--- config.mk ---
export PLATFORM = sky130hd
export DESIGN_NAME = scss_top
export DESIGN_NICKNAME = d
export VERILOG_FILES = /design/src/include/scss_pkg.sv /design/src/verilog/scss_top.sv
export SDC_FILE = /design/constraint.sdc
export NUM_CORES = 1
export LEC_CHECK = 0
export ABC_AREA = 1
export BUFFER_PORTS_ARGS = -buffer_cell sky130_fd_sc_hd__buf_2
export CAP_MARGIN = 0
export CELL_PAD_IN_SITES_DETAIL_PLACEMENT = 1
export CELL_PAD_IN_SITES_GLOBAL_PLACEMENT = 2
export CORE_UTILIZATION = 28
export CTS_CLUSTER_DIAMETER = 200
export DETAILED_ROUTE_END_ITERATION = 8
export PLACE_DENSITY = 0.82
export REMOVE_ABC_BUFFERS = 1
export SYNTH_ARGS = -nofsm -noshare
export SYNTH_HDL_FRONTEND = slang
export SYNTH_SLANG_ARGS = --single-unit
--- constraint.sdc ---
create_clock -name clk_i -period 3 [get_ports clk_i]
set_input_delay 0.15 -clock clk_i [delete_from_list [all_inputs] [get_ports clk_i]]
set_output_delay 0.15 -clock clk_i [all_outputs]
set_load 0.02 [all_outputs]
--- src/include/scss_pkg.sv ---
// constants, types and register map of the system clock source switch
package scss_pkg;

	// register byte addresses on the wishbone slave
	localparam logic [7:0] OSC_CTRL_ADDR    = 8'h00;
	localparam logic [7:0] SEC_TMR_CTRL_ADDR = 8'h04;

	// reset values
	localparam logic [7:0] OSC_CTRL_RST = 8'h00;
	localparam logic [7:0] SEC_TMR_RST  = 8'h00;
	localparam logic [7:0] PRIM_MODE_RST = 8'h00;

	// oscillator_control fields
	localparam int HALT_BIT    = 7;
	localparam int FREQ_HI     = 6;
	localparam int FREQ_LO     = 4;
	localparam int STARTUP_BIT = 3;
	localparam int STABLE_BIT  = 2;
	localparam int SCS_HI      = 1;
	localparam int SCS_LO      = 0;

	// secondary_timer_control fields
	localparam int SECONDARY_RUN_MODE_BIT = 6;
	localparam int SEC_EN_BIT  = 3;

	// internal_freq_select codes that bypass the postscaler
	localparam logic [2:0] FREQ_DIRECT_FAST = 3'h7;
	localparam logic [2:0] FREQ_DIRECT_SLOW = 3'h0;

	// clock_source_select codes
	localparam logic [1:0] SCS_PRIMARY   = 2'h0;
	localparam logic [1:0] SCS_SECONDARY = 2'h1;

	// edges of the new source counted before it clocks the system
	localparam logic [3:0] HOLD_EDGES = 4'h8;

	// index of each pin input in the synchroniser vector
	localparam int PIN_PRI  = 0;
	localparam int PIN_SEC  = 1;
	localparam int PIN_FAST = 2;
	localparam int PIN_SLOW = 3;
	localparam int PIN_OST  = 4;
	localparam int PIN_FSTB = 5;
	localparam int PIN_N    = 6;

	typedef enum logic [1:0] {
		SRC_PRI = 2'h0,
		SRC_SEC = 2'h1,
		SRC_INT = 2'h2
	} scss_src_t;

	// gray along primary -> hold -> managed -> sleep
	typedef enum logic [1:0] {
		ST_PRI   = 2'h0,
		ST_HOLD  = 2'h1,
		ST_PM    = 2'h3,
		ST_SLEEP = 2'h2
	} scss_state_t;

	typedef struct packed {
		logic       sys_clk_run;
		logic       cpu_clk_run;
		logic       prim_osc_en;
		logic       sec_osc_en;
		logic       fast_osc_en;
		logic       slow_osc_en;
		scss_src_t  src;
		logic [2:0] int_freq;
	} scss_clk_ctl_t;

endpackage

--- src/verilog/scss_top.sv ---
// system clock source selection, glitch-free switch and power-managed gating
//
// The Wishbone slave port and the register offsets were left to the implementer.
`timescale 1ns/1ps

module scss_top (
	input  wire logic                    clk_i,         // 200 MHz system clock
	input  wire logic                    rst_i,         // sync reset, any kind
	input  wire logic                    wb_cyc_i,      // wishbone cycle
	input  wire logic                    wb_stb_i,      // wishbone strobe
	input  wire logic                    wb_we_i,       // wishbone write
	input  wire logic [7:0]              wb_adr_i,      // byte address
	input  wire logic [3:0]              wb_sel_i,      // byte enables
	input  wire logic [31:0]             wb_dat_i,      // write data
	output logic      [31:0]             wb_dat_o,      // read data
	output logic                         wb_ack_o,      // wishbone ack
	input  wire logic [7:0]              cfg_prim_mode_i, // config byte
	input  wire logic                    sleep_exec_i,  // sleep instr pulse
	input  wire logic                    irq_wake_i,    // interrupt wake
	input  wire logic                    wdt_timeout_i, // watchdog time-out
	input  wire logic                    wdt_en_i,      // watchdog enabled
	input  wire logic                    fscm_en_i,     // fail-safe enabled
	input  wire logic                    prim_clk_i,    // primary osc pin
	input  wire logic                    sec_clk_i,     // secondary osc pin
	input  wire logic                    fast_clk_i,    // fast internal osc
	input  wire logic                    slow_clk_i,    // slow internal osc
	input  wire logic                    ost_done_i,    // start-up timer done
	input  wire logic                    fast_stable_i, // fast osc stable
	output logic      [7:0]              prim_mode_o,   // latched mode
	output scss_pkg::scss_clk_ctl_t      clk_ctl_o      // clock controls
);

	logic [scss_pkg::PIN_N-1:0] pin_v;
	logic [scss_pkg::PIN_N-1:0] sy1_r;
	logic [scss_pkg::PIN_N-1:0] sy2_r;
	logic [scss_pkg::PIN_N-1:0] sy3_r;
	logic [scss_pkg::PIN_N-1:0] stab_r;
	logic [scss_pkg::PIN_N-1:0] rise;

	logic                  halt_r;
	logic [2:0]            freq_r;
	logic [1:0]            scs_r;
	logic [7:0]            t1ctl_r;
	logic                  cfg_done_r;
	scss_pkg::scss_state_t state_r;
	scss_pkg::scss_state_t state_nxt;
	scss_pkg::scss_src_t   src_r;
	scss_pkg::scss_src_t   src_nxt;
	logic                  pm_halt_r;
	logic                  pm_halt_nxt;
	logic [3:0]            cnt_r;
	logic [3:0]            cnt_nxt;
	logic                  wake;
	logic                  new_rise;
	logic                  sleep_mode_req;
	scss_pkg::scss_src_t   req_src;
	logic                  st_startup;
	logic                  st_stable;
	logic                  st_secrun;
	logic                  wb_req;
	logic                  wr_osc;
	logic                  wr_t1;
	logic [7:0]            osc_rd;
	logic [7:0]            t1_rd;
	scss_pkg::scss_clk_ctl_t ctl_nxt;

	assign pin_v = {fast_stable_i, ost_done_i, slow_clk_i,
		fast_clk_i, sec_clk_i, prim_clk_i};

	// three-stage synchronisers; a level counts once stages two and three agree
	always_ff @(posedge clk_i) begin
		if (rst_i) begin
			sy1_r <= '0;
			sy2_r <= '0;
			sy3_r <= '0;
		end else begin
			sy1_r <= pin_v;
			sy2_r <= sy1_r;
			sy3_r <= sy2_r;
		end
	end

	genvar gi;
	generate
		for (gi = 0; gi < scss_pkg::PIN_N; gi = gi + 1) begin : g_pin
			always_ff @(posedge clk_i) begin
				if (rst_i) begin
					stab_r[gi] <= 1'b0;
				end else if (sy2_r[gi] == sy3_r[gi]) begin
					stab_r[gi] <= sy2_r[gi];
				end
			end
			assign rise[gi] = (sy2_r[gi] == sy3_r[gi]) & sy2_r[gi]
				& ~stab_r[gi];
		end
	endgenerate

	// mode from config
	// caught one clock after reset release so the strap never feeds a reset
	always_ff @(posedge clk_i) begin
		if (rst_i) begin
			cfg_done_r  <= 1'b0;
			prim_mode_o <= scss_pkg::PRIM_MODE_RST;
		end else if (!cfg_done_r) begin
			cfg_done_r  <= 1'b1;
			prim_mode_o <= cfg_prim_mode_i;
		end
	end

	// wishbone classic slave, one wait state, unmapped reads give zero
	assign wb_req = wb_cyc_i & wb_stb_i & ~wb_ack_o;
	assign wr_osc = wb_req & wb_we_i & wb_sel_i[0]
		& (wb_adr_i == scss_pkg::OSC_CTRL_ADDR);
	assign wr_t1 = wb_req & wb_we_i & wb_sel_i[0]
		& (wb_adr_i == scss_pkg::SEC_TMR_CTRL_ADDR);

	always_ff @(posedge clk_i) begin
		if (rst_i) begin
			halt_r <= scss_pkg::OSC_CTRL_RST[scss_pkg::HALT_BIT];
			freq_r <= scss_pkg::OSC_CTRL_RST[scss_pkg::FREQ_HI:
				scss_pkg::FREQ_LO];
			scs_r  <= scss_pkg::OSC_CTRL_RST[scss_pkg::SCS_HI:
				scss_pkg::SCS_LO];
		end else if (wr_osc) begin
			halt_r <= wb_dat_i[scss_pkg::HALT_BIT];
			freq_r <= wb_dat_i[scss_pkg::FREQ_HI:scss_pkg::FREQ_LO];
			scs_r  <= wb_dat_i[scss_pkg::SCS_HI:scss_pkg::SCS_LO];
		end
	end

	// secondary_timer_control: running bit is status, the rest is storage
	always_ff @(posedge clk_i) begin
		if (rst_i) begin
			t1ctl_r <= scss_pkg::SEC_TMR_RST;
		end else if (wr_t1) begin
			t1ctl_r <= wb_dat_i[7:0];
		end
	end

	assign st_startup = stab_r[scss_pkg::PIN_OST]
		& (state_r != scss_pkg::ST_HOLD) & (state_r != scss_pkg::ST_SLEEP)
		& (src_r == scss_pkg::SRC_PRI);
	assign st_stable = stab_r[scss_pkg::PIN_FSTB]
		& (state_r == scss_pkg::ST_PM) & (src_r == scss_pkg::SRC_INT)
		& (freq_r != scss_pkg::FREQ_DIRECT_SLOW);
	assign st_secrun = (state_r == scss_pkg::ST_PM)
		& (src_r == scss_pkg::SRC_SEC);

	always_comb begin
		osc_rd = {halt_r, freq_r, st_startup, st_stable, scs_r};
		t1_rd  = t1ctl_r;
		t1_rd[scss_pkg::SECONDARY_RUN_MODE_BIT] = st_secrun;
	end

	always_ff @(posedge clk_i) begin
		if (rst_i) begin
			wb_ack_o <= 1'b0;
			wb_dat_o <= '0;
		end else begin
			wb_ack_o <= wb_req;
			if (wb_req && !wb_we_i) begin
				case (wb_adr_i)
					scss_pkg::OSC_CTRL_ADDR:
						wb_dat_o <= {24'h000000, osc_rd};
					scss_pkg::SEC_TMR_CTRL_ADDR:
						wb_dat_o <= {24'h000000, t1_rd};
					default:
						wb_dat_o <= '0;
				endcase
			end else begin
				wb_dat_o <= '0;
			end
		end
	end

	assign wake = irq_wake_i | wdt_timeout_i;

	always_comb begin
		if (scs_r[scss_pkg::SCS_HI]) begin
			req_src = scss_pkg::SRC_INT;
		end else if (scs_r == scss_pkg::SCS_SECONDARY
			&& t1ctl_r[scss_pkg::SEC_EN_BIT]) begin
			req_src = scss_pkg::SRC_SEC;
		end else begin
			req_src = scss_pkg::SRC_PRI;
		end
	end

	// primary source with cpu running is plain sleep
	assign sleep_mode_req = !halt_r && (req_src == scss_pkg::SRC_PRI);

	// slow code takes slow source directly
	always_comb begin
		case (src_r)
			scss_pkg::SRC_PRI: new_rise = rise[scss_pkg::PIN_PRI];
			scss_pkg::SRC_SEC: new_rise = rise[scss_pkg::PIN_SEC];
			scss_pkg::SRC_INT: new_rise =
				(freq_r == scss_pkg::FREQ_DIRECT_SLOW) ?
				rise[scss_pkg::PIN_SLOW] : rise[scss_pkg::PIN_FAST];
			default: new_rise = 1'b0;
		endcase
	end

	always_comb begin
		state_nxt   = state_r;
		src_nxt     = src_r;
		pm_halt_nxt = pm_halt_r;
		cnt_nxt     = cnt_r;
		case (state_r)
			scss_pkg::ST_PRI, scss_pkg::ST_PM: begin
				if (state_r == scss_pkg::ST_PM && wake) begin
					state_nxt   = scss_pkg::ST_HOLD;
					src_nxt     = scss_pkg::SRC_PRI;
					pm_halt_nxt = 1'b0;
					cnt_nxt     = '0;
				end else if (sleep_exec_i && sleep_mode_req) begin
					state_nxt   = scss_pkg::ST_SLEEP;
					src_nxt     = scss_pkg::SRC_PRI;
					pm_halt_nxt = 1'b1;
				end else if (sleep_exec_i) begin
					state_nxt   = scss_pkg::ST_HOLD;
					src_nxt     = req_src;
					pm_halt_nxt = halt_r;
					cnt_nxt     = '0;
				end
			end
			scss_pkg::ST_HOLD: begin
				if (wake && pm_halt_r | (src_r != scss_pkg::SRC_PRI)) begin
					src_nxt     = scss_pkg::SRC_PRI;
					pm_halt_nxt = 1'b0;
					cnt_nxt     = '0;
				end else if (new_rise) begin
					// first edge opens count: 8 to 9 periods
					if (cnt_r == scss_pkg::HOLD_EDGES) begin
						cnt_nxt = '0;
						if (src_r == scss_pkg::SRC_PRI && !pm_halt_r) begin
							state_nxt = scss_pkg::ST_PRI;
						end else begin
							state_nxt = scss_pkg::ST_PM;
						end
					end else begin
						cnt_nxt = cnt_r + 4'h1;
					end
				end
			end
			scss_pkg::ST_SLEEP: begin
				if (wake) begin
					state_nxt   = scss_pkg::ST_HOLD;
					src_nxt     = scss_pkg::SRC_PRI;
					pm_halt_nxt = 1'b0;
					cnt_nxt     = '0;
				end
			end
			default: begin
				state_nxt   = scss_pkg::ST_PRI;
				src_nxt     = scss_pkg::SRC_PRI;
				pm_halt_nxt = 1'b0;
				cnt_nxt     = '0;
			end
		endcase
	end

	always_ff @(posedge clk_i) begin
		if (rst_i) begin
			state_r   <= scss_pkg::ST_PRI;
			src_r     <= scss_pkg::SRC_PRI;
			pm_halt_r <= 1'b0;
			cnt_r     <= '0;
		end else begin
			state_r   <= state_nxt;
			src_r     <= src_nxt;
			pm_halt_r <= pm_halt_nxt;
			cnt_r     <= cnt_nxt;
		end
	end

	// clock and oscillator controls, registered from present state
	always_comb begin
		ctl_nxt = '0;
		ctl_nxt.src = src_r;
		ctl_nxt.int_freq = freq_r;
		ctl_nxt.sys_clk_run = (state_r == scss_pkg::ST_PRI)
			|| (state_r == scss_pkg::ST_PM);
		ctl_nxt.cpu_clk_run = (state_r == scss_pkg::ST_PRI)
			|| (state_r == scss_pkg::ST_PM && !pm_halt_r);
		// primary on whenever it is the source, outside sleep
		ctl_nxt.prim_osc_en = (state_r != scss_pkg::ST_SLEEP)
			&& (src_r == scss_pkg::SRC_PRI);
		ctl_nxt.sec_osc_en = t1ctl_r[scss_pkg::SEC_EN_BIT]
			|| (src_r == scss_pkg::SRC_SEC
			&& state_r != scss_pkg::ST_SLEEP);
		ctl_nxt.fast_osc_en = (state_r != scss_pkg::ST_SLEEP)
			&& (src_r == scss_pkg::SRC_INT)
			&& (freq_r != scss_pkg::FREQ_DIRECT_SLOW);
		ctl_nxt.slow_osc_en = wdt_en_i || fscm_en_i
			|| ((state_r != scss_pkg::ST_SLEEP)
			&& (src_r == scss_pkg::SRC_INT)
			&& (freq_r == scss_pkg::FREQ_DIRECT_SLOW));
	end

	always_ff @(posedge clk_i) begin
		if (rst_i) begin
			clk_ctl_o <= '0;
		end else begin
			clk_ctl_o <= ctl_nxt;
		end
	end
endmodule // scss_top

* After elaboration in Yosys (flattened, before gate mapping)
Cells that the tools add are included.
** Word-level totals
- Output and inout port bits :: 52
- Memories :: 0
- Bits in latches :: 0
- Bits in writable memories :: 0
- Memory bits (read-only) :: 0
- Input bits :: 68
- Logic and storage cells :: 152
- Register bits :: 100
** Cells by class
- Bitwise logic cells :: 29
- $lt $le $gt $ge :: 0
- Reduce and logical (&&, ||, !) cells :: 33
- Equal/unequal tests :: 25
- Divide/modulo/power cells :: 0
- Multiply operators :: 0
- Shift-type cells :: 0
- Mux-type cells :: 35
- $add $sub $neg :: 1
** Operator list (number)
- $mux 2 :: 14
- $mux 4 :: 7
- $and 1x1->1 :: 21
- $pmux 8 s2 :: 1
- $logic_and 1x1->1 :: 13
- $ne 2x2->1 const B :: 6
- $pmux 2 s3 :: 2
- $pmux 4 s3 :: 1
- $ne 3x3->1 const B :: 3
- $eq 8x3->1 const B :: 1
- $logic_not 8->1 :: 1
- $mux 1 :: 8
- $eq 1x1->1 :: 6
- $eq 2x1->1 const B :: 3
- $eq 2x2->1 const B :: 3
- $logic_not 2->1 :: 3
- $not 1->1 :: 6
- $pmux 1 s3 :: 2
- $logic_or 1x1->1 :: 5
- $reduce_and 5->1 :: 1
- $add 4x1->4 const B :: 1
- $eq 4x4->1 const B :: 1
- $ne 4x4->1 const B :: 1
- $reduce_and 4->1 :: 1
- other kinds (8) :: 12

* Longest topological paths before layout
Gate-level depths: netlist of run 1.
- Word-level depth :: 10
- Gate-level depth with buffers :: 11
- Depth with buffers taken out :: 11

* Least setup slack after synthesis of run 1
No wires, ideal clock.
- Kind :: register -> register
- From :: register state_r[0]
- To :: register cnt_r[0]
- Path slack :: 1423 ps
- Setup time :: 116 ps
- Data arrival time :: 1462 ps
- Data required time :: 2884 ps
- Period minus slack after synthesis :: 1577 ps
- Stages on the path, launching flop included :: 11
- Path buffers :: 0
- Cells stage by stage :: dfxtp_1 > inv_1 > ha_1 > a21oi_2 > inv_1 > nor2_1 > nor2_1 > nand2_1 > inv_1 > nor2_1 > nor2_1
** Between the ends
- Cells in the longest elaborated chain, start to end :: 4
** RTL lines
- start: declaration :: RTL line scss_top.sv:45 : scss_pkg::scss_state_t state_r;
- start signal: assignment :: RTL line scss_top.sv:265 : state_r <= scss_pkg::ST_PRI;
- start signal: assignment :: RTL line scss_top.sv:270 : state_r <= state_nxt;
- $eq 2x2->1 / $logic_not 2->1 (equally long branches) :: RTL line scss_top.sv:209, scss_top.sv:211
- $reduce_or 2->1 / $logic_and 1x1->1 (equally long branches) :: RTL line scss_top.sv:209, scss_top.sv:211
- $ne 3x3->1 (no source line) / $mux 4 (equally long branches)
- $reduce_and 4->1 (no source line) / $pmux 4 s3 (equally long branches)
- end signal: assignment :: RTL line scss_top.sv:273 : cnt_r <= cnt_nxt;
- end: declaration :: RTL line scss_top.sv:51 : logic [3:0] cnt_r;
Several ways; a longest one is shown, not always the timed one.
A chain may end at the register's enable or synchronous reset.

* Final worst setup path of run 1
- From :: register state_r[0]
- To :: register cnt_r[1]
Same word-level chain as after synthesis.

==> results of run 1 <==
-- state kept, by name, summed over array words and instances, names as in the netlist, 3 cells and up --
register / count
clk_ctl_o: 11
cnt_r: 4
freq_r: 3
prim_mode_o: 8
stab_r: 6
sy1_r: 6
sy2_r: 6
sy3_r: 6
t1ctl_r: 7
wb_dat_o: 8
-- final cells by class --
cell class | count | area [sq um]
multi-input combinational | 268 | 1260
tap | 140 | 175
fill | 1352 | 7040
inverter | 49 | 184
sequential | 75 | 1500
clock buffer | 10 | 128
timing repair buffer | 78 | 430
clock inverter | 6 | 71.3
-- Yosys cell counts, drive strengths merged --
cell type / n / area, sq um
o21a: 1 / 7.51
nand4: 1 / 6.26
nor3b: 1 / 7.51
xor2: 1 / 8.76
ha: 10 / 125
nor4: 2 / 27.5
a31oi: 1 / 6.26
buf: 28 / 210
clkbuf: 6 / 22.5
and2: 1 / 6.26
nand3: 25 / 125
conb: 1 / 3.75
o21ai: 19 / 95.1
nand2: 63 / 236
or2: 1 / 8.76
nor3: 7 / 46.3
nor2: 77 / 289
inv: 49 / 184
dfxtp: 75 / 1500
a21oi: 34 / 174
-- report_power, final --
group	switching (mW)	internal, mW	leakage, nW
clock	0.396	0.392	0.0935
combinational	0.404	0.201	1.03
sequential	0.0550	1.07	0.613
total	0.855	1.67	1.74
-- cell families after synthesis --
logic type      count (synthesis)  share of synthesized area, %
simple gates                  178                          24.4
buf+inv                        83                          13.5
flops                          75                          48.6
compound gates                 55                          9.15
fa+ha+maj                      10                          4.05
xor+xnor                        1                         0.283
other cells                     1                         0.121
-- stage by stage --
| stage | setup WS, ps | power [mW] | util, % | instances | hold slack (ps) |
|---|---|---|---|---|---|
| 2_1_floorplan | 1420 | 1.57 | - | 392 | 217 |
| 3_3_place_gp | 1160 | 1.73 | 32.3 | 604 | 348 |
| 3_5_place_dp | 1100 | 1.76 | 32.3 | 604 | 359 |
| 4_1_cts | 1060 | 2.56 | 34.7 | 626 | 10.2 |
| 5_1_grt | 871 | 2.70 | 34.7 | 626 | 11.0 |
| 6_report | 1100 | 2.52 | 34.7 | 626 | 17.1 |
-- final timing paths --
| check | end | slack, ps | cells after the start |
|---|---|---|---|
| worst max-delay path | cnt_r[1] | 1100 | 10 |
| worst min register to register | sy2_r[1] | 410 | 2 |
| worst min-delay path | clk_ctl_o[5] | 20 | 3 |
| worst max register to register | cnt_r[1] | 1100 | 10 |
-- metal layers --
layer / wire, um / track usage [%] / vias up
met4: 93 / 4.01 / 0
met5: 0 / 0 / -
met1: 3430 / 16.5 / 1247
met2: 3500 / 24.1 / 64
met3: 375 / 5.05 / 7
li1: - / - / 1369
-- worst reg2reg max path: stages, from the launching register on --
cell and delay (ps):
dfxtp_1 380, inv_1 90, ha_1 360, a21oi_2 200, inv_1 100, nor2_1 190
nor2_1 90, nand2_1 130, inv_1 110, nor2_1 100, nor2_1 50
==> flow_metrics.env, run 1 <==
export IMPL_outcome="complete, no violations"
export IMPL_yosys_warnings=0
export IMPL_ios=120
export IMPL_drive_above_1_share_pct=18.7
export IMPL_timing_fmax_mhz=525
export IMPL_min_path_type="primary input to flop"
export IMPL_syn_avg_cell_area_sq_um=7.67
export IMPL_die_y_um=107
export IMPL_routabilityCongestion=0.760
export IMPL_diodes=0
export IMPL_start_util_pct=28.6
export IMPL_setup_tns_ps=0
export IMPL_worstSetupEndpointType="flop"
export IMPL_cts_max_level=3
export IMPL_grt_max_degree=24
export IMPL_fp_dieW_um=107
export IMPL_grt_overflow_total=0
export IMPL_layout_commonest_cell="nor2_1"
export IMPL_fin_crit_sh_pct=63.5
export IMPL_hold_viol=0
export IMPL_core_area_sq_um=10800
export IMPL_drtIter0Drc=67
export IMPL_grt_antenna_before_repair=0
export IMPL_ys_seq_area_share_pct=48.6
export IMPL_worstHoldStart="fscm_en_i"
export IMPL_drt_pass1_iter_count=4
export IMPL_layout_common_cells="77 x nor2_1, 75 x dfxtp_1, 68 x buf_2"
export IMPL_rsz0062_at_grt="false"
export IMPL_area_growth_pct=21.3
export IMPL_vias=2687
export IMPL_worstSetupStartpointType="flop"
export IMPL_cp_num_buf_inv=3
export IMPL_cpMaxStageDelayCell="dfxtp_1"
export IMPL_rows=38
export IMPL_stdcell_area_sq_um=3750
export IMPL_setup_viol=0
export IMPL_p_leak_nw=1.74
export IMPL_skew_ps=13.9
export IMPL_die_area_sq_um=11500
export IMPL_cts_tree="yes"
export IMPL_cp_common_cell="nor2_1"
export IMPL_post_cts_buffers=0
export IMPL_peakVddDrop_mv=0.273
export IMPL_synth_seq_cells=75
export IMPL_cp_top_family="simple AND/OR/NAND/NOR gates"
export IMPL_slew_viol_final=0
export IMPL_numCtsBuffers=9
export IMPL_arrival_ps=2150
export IMPL_max_slew_worst_pin_slew_ps=709
export IMPL_track_usage_pct=14.1
export IMPL_crit_chain="inv_1, ha_1, a21oi_2, inv_1, nor2_1, nor2_1, nand2_1, inv_1, nor2_1, nor2_1"
export IMPL_r2r_start="state_r[0]"
export IMPL_fin_crit_ps=1900
export IMPL_grt_pass1_wl_um=12600
export IMPL_drc=0
export IMPL_grt_pass1_vias=2755
export IMPL_cts_path_max_buffers=2
export IMPL_ant_nets=0
export IMPL_clk_latency_ps=360
export IMPL_worstPathRequired_ps=3250
export IMPL_layout_nets=559
export IMPL_cts_sinks=75
export IMPL_placed_cell_area_sq_um=3490
export IMPL_timing_slew_headroom_pct=52.7
export IMPL_clk_pin_slew_ps=80
export IMPL_via_per_inst=4.29
export IMPL_cts_resized=0
export IMPL_post_cts_hold_buffer_count=6
export IMPL_dpl_hpwl_um=5560
export IMPL_wl_um=7400
export IMPL_syn_inst=403
export IMPL_crit_fanout=4
export IMPL_critical_path_class="flop to flop"
export IMPL_startpoint="state_r[0]"
export IMPL_io_buffers=68
export IMPL_power_density_nw_per_um2=672
export IMPL_ys_types=26
export IMPL_routedWlPerCell_um=11.8
export IMPL_synth_cell_area_sq_um=3090
export IMPL_slowest_delay_ps=380
export IMPL_cap_violations=0
export IMPL_cts_root_buffer_cell="clkbuf_8"
Power figures use the tool's default switching activity.
==> run 2: changes to the inputs <==
--- a/config.mk
+++ b/config.mk
@@ -10,10 +10,10 @@
 export CAP_MARGIN = 0
 export CELL_PAD_IN_SITES_DETAIL_PLACEMENT = 1
 export CELL_PAD_IN_SITES_GLOBAL_PLACEMENT = 2
-export CORE_UTILIZATION = 28
+export CORE_UTILIZATION = 23
 export CTS_CLUSTER_DIAMETER = 200
 export DETAILED_ROUTE_END_ITERATION = 8
-export PLACE_DENSITY = 0.82
+export PLACE_DENSITY = 0.72
 export REMOVE_ABC_BUFFERS = 1
 export SYNTH_ARGS = -nofsm -noshare
 export SYNTH_HDL_FRONTEND = slang
==> constraint.sdc (replaced) <==
create_clock -name clk_i -period 1.7 [get_ports clk_i]
set_input_delay 0.085 -clock clk_i [delete_from_list [all_inputs] [get_ports clk_i]]
set_output_delay 0.085 -clock clk_i [all_outputs]
set_load 0.02 [all_outputs]
==> flow_metrics.env, run 2 (synthesis results as in run 1) <==
export IMPL_clk_pin_slew_ps=60
export IMPL_track_usage_pct=11.9
export IMPL_setup_tns_ps=0
export IMPL_largest_register_ffs=11
export IMPL_cts_max_level=3
export IMPL_skew_ps=7.20
export IMPL_wl_um=7640
export IMPL_start_util_pct=24.0
export IMPL_stdcell_area_sq_um=4110
export IMPL_diodes=0
export IMPL_outcome="complete, no violations"
export IMPL_grt_antenna_before_repair=0
export IMPL_dpl_hpwl_um=5790
export IMPL_largestRegisters="clk_ctl_o x11, prim_mode_o x8, wb_dat_o x8"
export IMPL_numCtsBuffers=9
export IMPL_grt_pass1_vias=2771
export IMPL_via_per_inst=4.05
export IMPL_fin_crit_sh_pct=91.0
export IMPL_cts_root_buffer_cell="clkbuf_16"
export IMPL_placed_cell_area_sq_um=3600
export IMPL_timing_slew_headroom_pct=52.6
export IMPL_ant_nets=0
export IMPL_timing_fmax_mhz=646
export IMPL_die_y_um=118
export IMPL_cts_path_max_buffers=2
export IMPL_area_growth_pct=32.9
export IMPL_power_mw=5.40
export IMPL_routedWlPerCell_um=11.3
export IMPL_min_path_type="primary input to flop"
export IMPL_fin_crit_ps=1550
export IMPL_drc=0
export IMPL_final_util_pct=31.9
export IMPL_stdcell_count=673
export IMPL_layout_nets=574
export IMPL_worstSetupStartpointType="flop"
export IMPL_crit_fanout=4
export IMPL_drtIter0Drc=63
export IMPL_core_area_sq_um=12900
export IMPL_p_leak_nw=1.88
export IMPL_critical_path_class="flop to flop"
export IMPL_layout_common_cells="74 x nor2_1, 73 x dfxtp_1, 68 x buf_2"
export IMPL_die_area_sq_um=13900
export IMPL_grt_pass1_wl_um=13100
export IMPL_clk_latency_ps=340
export IMPL_grt_overflow_total=0
export IMPL_ios=120
export IMPL_n_fill_cell=1577
export IMPL_power_density_nw_per_um2=1320
export IMPL_cts_tree="yes"
export IMPL_hold_viol=0
export IMPL_arrival_ps=1780
export IMPL_peakVddDrop_mv=0.674
export IMPL_worstSetupEndpointType="flop"
export IMPL_drive_above_1_share_pct=22.6
export IMPL_grt_max_degree=24
export IMPL_setup_viol=0
export IMPL_drt_pass1_iter_count=4
export IMPL_io_buffers=68
export IMPL_slew_viol_final=0
export IMPL_regMostFlops="clk_ctl_o"
export IMPL_fp_dieW_um=118
export IMPL_vias=2727
export IMPL_cts_sinks=75
export IMPL_worstPathRequired_ps=1930
export IMPL_rows=41
export IMPL_cap_violations=0
export IMPL_routabilityCongestion=0.748
export IMPL_max_slew_worst_pin_slew_ps=711
export IMPL_layout_commonest_cell="nor2_1"
export IMPL_dp_cells=644
==> run 2: cell types whose count changed in the layout (fill, tap and decap cells not counted), moves of 2 or more <==
cell and change:
clkbuf_16 +9, buf_4 +8, clkbuf_8 -8, dlygate4sd3_1 +6, nand2_1 -3, nand2_2 +3
nor2_1 -3, clkinv_2 +2, clkinvlp_4 -2, dfxtp_1 -2, dfxtp_2 +2, nor2_2 +2
==> run 2: repair_timing <==
action / CTS / global route
gates resized for setup: 3 / 11
pin swaps: 0 / 2
setup buffers: 1 / 0
hold buffers: 12 / 0
setup endpoints to repair: 5 / 8
endpoints found under the hold margin: 11 / 0
==> run 2: area by class of cell <==
type | count | area (sq um) | share of cell area, %
Sequential cell | 75 | 1500 | 36.6
Clock buffer | 10 | 239 | 5.82
Tap cell | 172 | 215 | 5.24
Inverter | 49 | 184 | 4.48
Multi-Input combinational cell | 268 | 1310 | 31.8
Clock inverter | 6 | 87.6 | 2.13
Timing Repair Buffer | 93 | 571 | 13.9
==> run 2: power breakdown <==
group / internal [mW] / switching [mW] / total [mW]
clock network: 1.33 / 0.735 / 2.06
registers: 1.90 / 0.100 / 2.00
logic: 0.532 / 0.804 / 1.34
==> run 2: worst paths after layout <==
kind                           start              to  slack (ps)  cells after the start
setup / recovery          state_r[0]        cnt_r[3]         150                     10
hold / removal    cfg_prim_mode_i[6]  prim_mode_o[6]          20                      3
setup reg to reg          state_r[0]        cnt_r[3]         150                     10
hold reg to reg             sy1_r[2]        sy2_r[2]         410                      2
==> run 2: stage by stage <==
stage	hold slack, ps	setup slack [ps]
detailed placement	295	-95.7
finish	15.2	152
CTS	8.21	0.529
global placement	287	-13.3
global route	22.6	-2.26
floorplan	152	123
==> run 2: routing by layer <==
metal	routed length, um	share of wire (%)	GRT usage (%)	up-vias
met1	3620	47	14.6	1256
li1	-	-	-	1402
met3	343	4.5	4.17	8
met4	78	1.0	3.37	0
met2	3600	47	19.7	61
met5	0	0	0	-
==> run 2: worst max-delay path, cell delays in order, from the launching register on <==
cell     delay [ps]
dfxtp_2         350
inv_1           100
ha_4            260
a21oi_4         130
nand2_1          80
nand2_1         130
nor2_2           60
nand2_2          90
inv_1            90
nor2_1          100
nor2_1           50
